==> src/quad_conv_regs.vh <==
// Purpose: constants for the quad converter host controller
// Assumes: 50 MHz ref_clk (20 ns period)
// Notes: times in ns, cycle counts derived and rounded
`ifndef QUAD_CONV_REGS_VH
`define QUAD_CONV_REGS_VH
`define CLK_PERIOD_NS 20
`define CODE_WIDTH 12
`define CHAN_SEL_WIDTH 2
// Channel select codes: {high, low}
`define CHAN_A 2'b00
`define CHAN_B 2'b01
`define CHAN_C 2'b10
`define CHAN_D 2'b11
// Pin timing, least times in ns
`define T_READ_CS_NS 200
`define T_READ_SETUP_NS 10
`define T_DATA_VALID_NS 160
`define T_WRITE_CS_NS 50
`define T_LOAD_LOW_NS 50
`define T_LOAD_TO_CS_NS 70
`define T_LOAD_AFTER_CS_NS 50
`define T_BUS_RELEASE_NS 100
`define T_RESET_LOW_NS 50
// Cycle counts, rounded up, at least one
`define CYC(ns) ((((ns) + `CLK_PERIOD_NS - 1) / `CLK_PERIOD_NS) < 1 ? 1 : \
  (((ns) + `CLK_PERIOD_NS - 1) / `CLK_PERIOD_NS))
`define READ_CS_CYC `CYC(`T_READ_CS_NS)
`define READ_SETUP_CYC `CYC(`T_READ_SETUP_NS)
`define WRITE_CS_CYC `CYC(`T_WRITE_CS_NS)
`define LOAD_LOW_CYC `CYC(`T_LOAD_LOW_NS)
`define BUS_RELEASE_CYC `CYC(`T_BUS_RELEASE_NS)
`define RESET_LOW_CYC `CYC(`T_RESET_LOW_NS)
`define CNT_WIDTH 8
`endif

==> src/hold_timer.v <==
// Purpose: down counter that times each pin phase
// Assumes: single clock domain
// Notes: done is high when count has reached zero
`timescale 1ns/1ns
module hold_timer #(
  parameter WIDTH = 8
) (
  input wire ref_clk,
  input wire rstn,
  input wire load,
  input wire [WIDTH-1:0] value,
  output wire done
);
  reg [WIDTH-1:0] count_q;
  reg [WIDTH-1:0] count_d;

  // Load wins over counting
  always @*
  begin
    count_d = count_q;
    if (load)
      count_d = value;
    else if (count_q != {WIDTH{1'b0}})
      count_d = count_q - {{(WIDTH-1){1'b0}}, 1'b1};
  end

  // Counter register
  always @(posedge ref_clk or negedge rstn)
  begin
    if (!rstn)
      count_q <= {WIDTH{1'b0}};
    else
      count_q <= count_d;
  end

  assign done = (count_q == {WIDTH{1'b0}});
endmodule

==> src/quad_conv_host.v <==
// Purpose: host controller driving the quad converter parallel pins
// Assumes: one request at a time on cmd_valid; converter pins direct
// Notes: all pin outputs registered; data bus output enable is active low
// Function
// [RULE_01] The converter holds four channels, each with input and output latch.
// [RULE_02] Codes are 12-bit parallel words and input latches can be read back.
// [RULE_03] Reset forces every latch and output to the variant reset code.
// [RULE_04] Latches follow input while control is low and hold when it rises.
// [RULE_05] Only one input latch is open, and none while chip select is high.
// [RULE_06] Chip select low with read/write low writes, high reads the chosen latch.
// [RULE_07] Load low opens all output latches together; high holds them.
// [RULE_08] To update one channel, write its input latch then pulse load.
// [RULE_09] With load kept low each output follows its input latch write.
// [RULE_10] Input latches may be written with load high, then load low updates all.
// [RULE_11] After reset release holding latches keep the reset code.
// [RULE_12] Upper select picks C or D, lower select picks B or D.
// [RULE_13] The converter reset is asynchronous, active low and overrides all.
// [RULE_14] The converter drives the bus only during a read, then releases it.
// [RULE_15] Selects, read/write and data stay stable while chip select is low.
`timescale 1ns/1ns
`include "quad_conv_regs.vh"
module quad_conv_host #(
  parameter CODE_WIDTH = `CODE_WIDTH
) (
  input wire ref_clk,
  input wire rstn,
  // Command port
  input wire cmd_valid,
  input wire [1:0] cmd_op,
  input wire [1:0] cmd_chan,
  input wire [CODE_WIDTH-1:0] cmd_data,
  input wire load_transparent,
  output reg cmd_ready,
  output reg rsp_valid,
  output reg [CODE_WIDTH-1:0] rsp_data,
  // Converter pins
  output reg chip_select_n,
  output reg read_write,
  output reg channel_select_high,
  output reg channel_select_low,
  output reg load_outputs_n,
  output reg reset_n,
  output reg [CODE_WIDTH-1:0] data_bus_out,
  output reg data_bus_oe_n,
  input wire [CODE_WIDTH-1:0] data_bus_in
);
  // Command codes
  localparam [1:0] OP_WRITE = 2'b00;
  localparam [1:0] OP_READ = 2'b01;
  localparam [1:0] OP_LOAD = 2'b10;
  localparam [1:0] OP_RESET = 2'b11;
  // One-hot states
  localparam [5:0] S_IDLE = 6'h01;
  localparam [5:0] S_SETUP = 6'h02;
  localparam [5:0] S_ACCESS = 6'h04;
  localparam [5:0] S_RELEASE = 6'h08;
  localparam [5:0] S_LOAD = 6'h10;
  localparam [5:0] S_RESET = 6'h20;
  // Counts come out as 32-bit integers; cut to the timer width on purpose
  localparam integer READ_SETUP_I = `READ_SETUP_CYC;
  localparam integer READ_CS_I = `READ_CS_CYC;
  localparam integer WRITE_CS_I = `WRITE_CS_CYC;
  localparam integer LOAD_LOW_I = `LOAD_LOW_CYC;
  localparam integer BUS_REL_I = `BUS_RELEASE_CYC;
  localparam integer RESET_LOW_I = `RESET_LOW_CYC;
  localparam [`CNT_WIDTH-1:0] READ_SETUP = READ_SETUP_I[`CNT_WIDTH-1:0];
  localparam [`CNT_WIDTH-1:0] READ_CS = READ_CS_I[`CNT_WIDTH-1:0];
  localparam [`CNT_WIDTH-1:0] WRITE_CS = WRITE_CS_I[`CNT_WIDTH-1:0];
  localparam [`CNT_WIDTH-1:0] LOAD_LOW = LOAD_LOW_I[`CNT_WIDTH-1:0];
  localparam [`CNT_WIDTH-1:0] BUS_REL = BUS_REL_I[`CNT_WIDTH-1:0];
  localparam [`CNT_WIDTH-1:0] RESET_LOW = RESET_LOW_I[`CNT_WIDTH-1:0];

  reg [5:0] state_q;
  reg [5:0] state_d;
  reg is_read_q;
  reg timer_load;
  reg [`CNT_WIDTH-1:0] timer_value;
  wire timer_done;
  reg [CODE_WIDTH-1:0] bus_meta_q;
  reg [CODE_WIDTH-1:0] bus_sync_q;
  reg load_keep_meta_q;
  reg load_keep_q;

  // Phase timer
  hold_timer #(
    .WIDTH(`CNT_WIDTH)
  ) u_timer (
    .ref_clk(ref_clk),
    .rstn(rstn),
    .load(timer_load),
    .value(timer_value),
    .done(timer_done)
  );

  // Read data from pins and level input pass two flops
  always @(posedge ref_clk or negedge rstn)
  begin
    if (!rstn)
    begin
      bus_meta_q <= {CODE_WIDTH{1'b0}};
      bus_sync_q <= {CODE_WIDTH{1'b0}};
      load_keep_meta_q <= 1'b0;
      load_keep_q <= 1'b0;
    end
    else
    begin
      bus_meta_q <= data_bus_in;
      bus_sync_q <= bus_meta_q;
      load_keep_meta_q <= load_transparent;
      load_keep_q <= load_keep_meta_q;
    end
  end

  // Next state and timer loading
  always @*
  begin
    state_d = state_q;
    timer_load = 1'b0;
    timer_value = {`CNT_WIDTH{1'b0}};
    case (state_q)
      S_IDLE:
      begin
        if (cmd_valid && cmd_ready)
        begin
          timer_load = 1'b1;
          case (cmd_op)
            OP_WRITE:
            begin
              state_d = S_SETUP;
              timer_value = LOAD_LOW; // Load low lead time before chip select
            end
            OP_READ:
            begin
              state_d = S_SETUP;
              timer_value = READ_SETUP;
            end
            OP_LOAD:
            begin
              state_d = S_LOAD;
              timer_value = LOAD_LOW;
            end
            default:
            begin
              state_d = S_RESET;
              timer_value = RESET_LOW;
            end
          endcase
        end
      end
      S_SETUP:
      begin
        if (timer_done)
        begin
          state_d = S_ACCESS;
          timer_load = 1'b1;
          // Read waits for valid data plus two sync stages
          timer_value = is_read_q ? READ_CS + 8'h02 : WRITE_CS;
        end
      end
      S_ACCESS:
      begin
        if (timer_done)
        begin
          state_d = S_RELEASE;
          timer_load = 1'b1;
          timer_value = BUS_REL; // [RULE_14]
        end
      end
      S_RELEASE, S_LOAD, S_RESET:
      begin
        if (timer_done)
          state_d = S_IDLE;
      end
      default:
        state_d = S_IDLE;
    endcase
  end

  // Pin and response registers
  always @(posedge ref_clk or negedge rstn)
  begin
    if (!rstn)
    begin
      state_q <= S_IDLE;
      is_read_q <= 1'b0;
      cmd_ready <= 1'b0;
      rsp_valid <= 1'b0;
      rsp_data <= {CODE_WIDTH{1'b0}};
      chip_select_n <= 1'b1; // [RULE_05]
      read_write <= 1'b1;
      channel_select_high <= 1'b0;
      channel_select_low <= 1'b0;
      load_outputs_n <= 1'b1;
      reset_n <= 1'b0; // [RULE_13] Converter held in reset with host
      data_bus_out <= {CODE_WIDTH{1'b0}};
      data_bus_oe_n <= 1'b1;
    end
    else
    begin
      state_q <= state_d;
      rsp_valid <= 1'b0;
      reset_n <= 1'b1;
      cmd_ready <= (state_d == S_IDLE);
      // Transparent mode keeps output latches open [RULE_09]
      if (state_d == S_IDLE)
        load_outputs_n <= ~load_keep_q;
      case (state_q)
        S_IDLE:
        begin
          if (cmd_valid && cmd_ready)
          begin
            is_read_q <= (cmd_op == OP_READ);
            // Selects and data frozen until chip select rises [RULE_15] [RULE_12]
            channel_select_high <= cmd_chan[1];
            channel_select_low <= cmd_chan[0];
            read_write <= (cmd_op == OP_READ); // [RULE_06]
            if (cmd_op == OP_WRITE)
            begin
              data_bus_out <= cmd_data; // [RULE_02]
              data_bus_oe_n <= 1'b0;
            end
            if (cmd_op == OP_LOAD)
              load_outputs_n <= 1'b0; // [RULE_08] [RULE_10] [RULE_07]
            if (cmd_op == OP_RESET)
              reset_n <= 1'b0; // [RULE_03] [RULE_11]
          end
        end
        S_SETUP:
        begin
          if (timer_done)
            chip_select_n <= 1'b0; // [RULE_04] Latch opens on low level
        end
        S_ACCESS:
        begin
          if (timer_done)
          begin
            chip_select_n <= 1'b1; // Write word latched on this rise
            if (is_read_q)
            begin
              rsp_valid <= 1'b1;
              rsp_data <= bus_sync_q; // [RULE_02]
            end
          end
        end
        S_RELEASE:
        begin
          // Hold data and selects one phase past chip select high
          if (timer_done)
            data_bus_oe_n <= 1'b1;
        end
        S_LOAD:
        begin
          // Release on the exit edge, else a following write sees load low
          if (timer_done)
            load_outputs_n <= ~load_keep_q;
          else
            load_outputs_n <= 1'b0;
        end
        S_RESET:
          reset_n <= 1'b0;
        default:
          chip_select_n <= 1'b1;
      endcase
    end
  end
endmodule

==> config.mk <==
export PLATFORM = sky130hd
export DESIGN_NAME = quad_conv_host
export DESIGN_NICKNAME = d
export VERILOG_FILES = /design/src/hold_timer.v /design/src/quad_conv_host.v
export VERILOG_INCLUDE_DIRS = /design/src
export SDC_FILE = /design/constraint.sdc
export NUM_CORES = 1
export LEC_CHECK = 0
export ABC_AREA = 1
export BUFFER_PORTS_ARGS = -buffer_cell sky130_fd_sc_hd__buf_4
export CAP_MARGIN = 30
export CORE_ASPECT_RATIO = 0.6
export CORE_MARGIN = 5
export CORE_UTILIZATION = 30
export CTS_BUF_LIST = sky130_fd_sc_hd__clkbuf_16
export DETAILED_ROUTE_END_ITERATION = 10
export SETUP_SLACK_MARGIN = 0.02
export SLEW_MARGIN = 0
export SYNTH_ARGS = -nofsm -noshare
export SYNTH_HDL_FRONTEND = slang
export SYNTH_SLANG_ARGS = --single-unit
==> constraint.sdc <==
create_clock -name ref_clk -period 2.2 [get_ports ref_clk]
set_input_delay 0.33 -clock ref_clk [delete_from_list [all_inputs] [get_ports ref_clk]]
set_output_delay 0.33 -clock ref_clk [all_outputs]
set_load 0.02 [all_outputs]
After elaboration in Yosys (flattened, before gate mapping)
Cells that the tools add are included.
W data, S select, Z words.

storage, ports and cells
  bits in registers = 74
  bits in latches = 0
  memory bits (writable) = 0
  ROM bits = 0
  input bits = 32
  logic and storage cells = 85
  memories = 0

operators by class
  add/subtract/negate cells = 1
  multiply operators = 0
  divide/modulo/power cells = 0
  $lt $le $gt $ge = 0
  equality and inequality tests = 15
  shifts and indexed selects = 0
  multiplexer cells = 34
  bitwise operators = 2
  reductions and logical operators = 15

operators by type and width
  cell                   number
  $mux W6                4
  $pmux W6 S4            1
  $mux W8                2
  $mux W1                15
  $eq A6 B1 Y1 const B   2
  $pmux W4 S3            1
  $pmux W6 S2            1
  $ne A2 B2 Y1 const B   5
  $reduce_and A3 Y1      3
  $logic_not A8 Y1       1
  $mux W4                2
  $pmux W1 S2            4
  $reduce_bool A8 Y1     1
  $sub A8 B1 Y8 const B  1
  $eq A6 B2 Y1 const B   1
  $eq A6 B3 Y1 const B   1
  $eq A6 B4 Y1 const B   1
  $eq A6 B5 Y1 const B   1
  $eq A6 B6 Y1 const B   1
  $eq A2 B2 Y1 const B   2
  $mux W2                2
  $reduce_and A4 Y1      1
  $reduce_bool A2 Y1     2
  $reduce_or A2 Y1       2
  other kinds (9)        10

Logic depth before layout (Yosys ltp)
  word-level depth = 10
  gate-level depth with buffers = 14
  gate-level depth less buffers = 14

Modules after synthesis
From an unflattened synthesis, not the netlist that was laid out.

second synthesis, totals
  cell total of the unflattened synthesis = 308
  area, all modules = 2917.8 um2

modules (own cells, without submodules)
  module          instances  cells each  area an instance (um2)
  quad_conv_host  1          237         2404.8
  hold_timer      1          71          513.0

Worst setup path before layout
No wires, ideal clock.

  path kind = register to register
  from = register u_timer.count_q[0]
  to = register rsp_data[10]
  library setup time = 0.117 ns
  data arrival time = 1.476 ns
  required time = 2.083 ns
  path slack = 0.607 ns
  stages on the path, launching flop included = 13
  buffers on the path = 1
  cells stage by stage = dfrtp_1 > inv_1 > ha_1 > nand2_1 > nor2_1 > nand2_2 > inv_2 > nand2_2 > nor2_4 > inv_2 > buf_6 > nand2_1 > nand2_1

between the ends
  cells in the longest elaborated chain, start to end = 2

RTL lines
  what                         RTL line              source
  from (decl)                  hold_timer.v:14       reg [WIDTH-1:0] count_q;
  from (signal assigned)       hold_timer.v:31       count_q <= {WIDTH{1'b0}};
  from (signal assigned)       hold_timer.v:33       count_q <= count_d;
  $logic_not A8 Y1             hold_timer.v:36       assign done = (count_q == {WIDTH{1'b0}});
  $reduce_and A3 Y1 (no line)  n/a
  to (signal assigned)         quad_conv_host.v:188  rsp_data <= {CODE_WIDTH{1'b0}};
  to (signal assigned)         quad_conv_host.v:241  rsp_data <= bus_sync_q;
  to (decl)                    quad_conv_host.v:35   output reg [CODE_WIDTH-1:0] rsp_data,

No other way between the ends.
A chain may end at the register's enable or synchronous reset.

Worst setup path after layout
  from = register u_timer.count_q[0]
  to = register rsp_data[1]

The elaborated chain is that of the path after synthesis.

==> metrics.cfg <==
[floorplanning]
start_util_pct=31.07
dieArea_um2=11750
core-area_um2=9290
fp.dieW_um=136.6
die_y_um=85.98
rows=27
pin_count=65

[sta]
setup_viol=0
fin_crit_ns=1.848
finalHoldViolCount=0
fin_setup_tns_ns=0
worst_pin_slew_ns=0.4126
fmax_mhz=541.0
finalMaxSlewViolations=0
skew_ns=0.007374
grt_setup_unrepaired=false
relSlewSlack_pct=72.49
holdWs_ns=0.1107
final.period_utilization_pct=84.02
layout_setup_ws_ns=0.3515

[power]
power_mw=4.660
p_switching_mw=1.579
power_density_nw_per_um2=1220
p_leak_nw=2.030
comb_power_share_pct=30.6
power.share.switching_pct=33.88
p_clk_share_pct=29.8
ir_drop_v=0.0007184
power_frac_seq_pct=39.6
p_int_mw=3.081

[placed_design]
placedCellCount=490
placed_area_um2=3523
dp_slack_ns=0.3629
dpl.hpwl_um=4634
io_buffers=64
gp_congestion=0.8721

[clock_network]
path_clk_slew_ns=0.06
post-cts-setup-buffer-count=0
cts_max_level=3
cts_buffers=9
clk-insertion-delay-late_ns=0.33
cts.sinks=74
cts_tree=built
clockBufferDepth=2
cts_root_buf=clkbuf_16

[yosys]
syn_area_per_cell_um2=9.719
synth_edf_count=0
synth_flop_cell=dfrtp_1
ys_types=24
ys_warn_count=0
synth-seq-area-share_pct=64.37
ys_async_sr_fraction_pct=100.0
synth_cells=297
ys_seq_elements=74
syn_area_um2=2887
syn_nets=331

[grt]
antenna_found_initial=0
grt_pass1_wl_um=10460
gr-total-overflow=0
grt_max_degree=45
grt_pass1_vias=2180
grt.total_usage_pct=11.39

[drt]
drt_iter0_markers=131
wl_um=6109
ant_nets=0
drc=0
vias_per_cell=4.207
vias=2133
first_pass_iters=4
wl_per_cell_um=12.05

[final_layout]
final_layout_size_suffix_gt1_share_pct=27.32
diodes=0
finish.utilization_pct=41.12
stdcell_count=507
final_common_cell=nand2_1
layout_common_cells=nand2_1, dfrtp_1, buf_4
syn2layout_area_growth_pct=32.34
fin_nets=406
design_area_um2=3820
nFillCells=921

[worst_setup_path]
cp_max_fo=12
worstPathRequired_ns=2.42
crit_path_end_kind=flip-flop
start_kind=flip-flop
critPathArrivalTime_ns=2.07
critPathKind=flip-flop to flip-flop

[status]
outcome=completed

[job]
max-cap-violations=0

[min_path]
min_path_type=input pin to flip-flop

[area by class of cell]
type | instances | area [um^2] | area share [%]
Timing Repair Buffer | 68 | 525.5 | 13.76
Clock inverter | 7 | 61.31 | 1.605
Clock buffer | 9 | 225.2 | 5.896
Inverter | 32 | 120.1 | 3.144
Multi-Input combinational cell | 187 | 867.1 | 22.70
Sequential cell | 74 | 1858 | 48.64
Tap cell | 130 | 162.7 | 4.258
[critical path: stages, from the launching register on]
cell and delay (ns):
dfrtp_1 0.41, inv_1 0.09, ha_1 0.15, nand2_1 0.06, nor2_1 0.11, nand2_2 0.11, inv_2 0.17, nand2_2 0.12
nor2_4 0.22, inv_2 0.15, nand2_1 0.09, nand2_1 0.05
[worst paths after layout]
check / start / end / slack (ns) / cells past startpoint
setup / recovery: u_timer.count_q[0] / rsp_data[1] / 0.35 / 11
hold / removal: data_bus_in[0] / bus_meta_q[0] / 0.11 / 1
setup reg to reg: u_timer.count_q[0] / rsp_data[1] / 0.35 / 11
hold reg to reg: bus_meta_q[7] / bus_sync_q[7] / 0.34 / 0
max in group asynchronous: rstn / load_outputs_n / 1.11 / 3
min in group asynchronous: rstn / data_bus_out[1] / 0.47 / 2
[Yosys cell counts, types with 2 or more instances]
library cell    n  area share, %
o31ai_1         3           0.78
o21ai_0         6            1.0
a21oi_1         7            1.2
ha_1            2           0.87
dfstp_2         5            4.6
nand2_2         4           0.87
nand3_1        14            2.4
buf_6           3            1.2
dfrtp_1        69             60
nor2_4          4            1.6
nor3_1          2           0.35
nor2_2          3           0.65
nand2_1       117             15
inv_1          27            3.5
inv_2           5           0.65
xor2_1          3           0.91
nor2_1         16            2.1
[power groups by stage]
stage                     sequential [mW]  clock [mW]  combinational [mW]
after floorplan                      2.04           0               0.727
after global placement               1.86           0                1.42
after detailed placement             1.86           0                1.44
after CTS                            1.85        1.43                1.44
after global routing                 1.89        1.50                1.60
final                                1.85        1.39                1.43
[flip-flops by register name, indices dropped and copies added (netlist names)]
register / count
load_keep_q: 1
channel_select_high: 1
bus_meta_q: 12
state_q: 6
read_write: 1
cmd_ready: 1
data_bus_oe_n: 1
load_keep_meta_q: 1
rsp_data: 12
reset_n: 1
is_read_q: 1
u_timer.count_q: 8
rsp_valid: 1
data_bus_out: 12
load_outputs_n: 1
channel_select_low: 1
chip_select_n: 1
bus_sync_q: 12
[layer usage]
layer	wire length, um	GRT usage, %
met1	2967	15.80
met3	564	6.213
met5	0	0
met4	64	3.019
met2	2513	15.28
[timing repair]
item                                   4_1_cts  5_1_grt
gates resized for setup                      0        0
endpoints found under the hold margin       27        0
hold buffers                                 1        0
[kinds of logic (layout without fill, tap and decap cells)]
family                     Yosys count  count (layout)  synth area share [%]
buffers and inverters               36             116                 5.592
adders and majority gates            2               2                0.8668
and+or+nand+nor                    164             164                 24.75
xor gates and xnor gates             3               3                0.9104
AOI/OAI and AO/OA                   18              18                 3.511
DFF                                 74              74                 64.37
No activity file was read; power rests on OpenSTA's default activity.
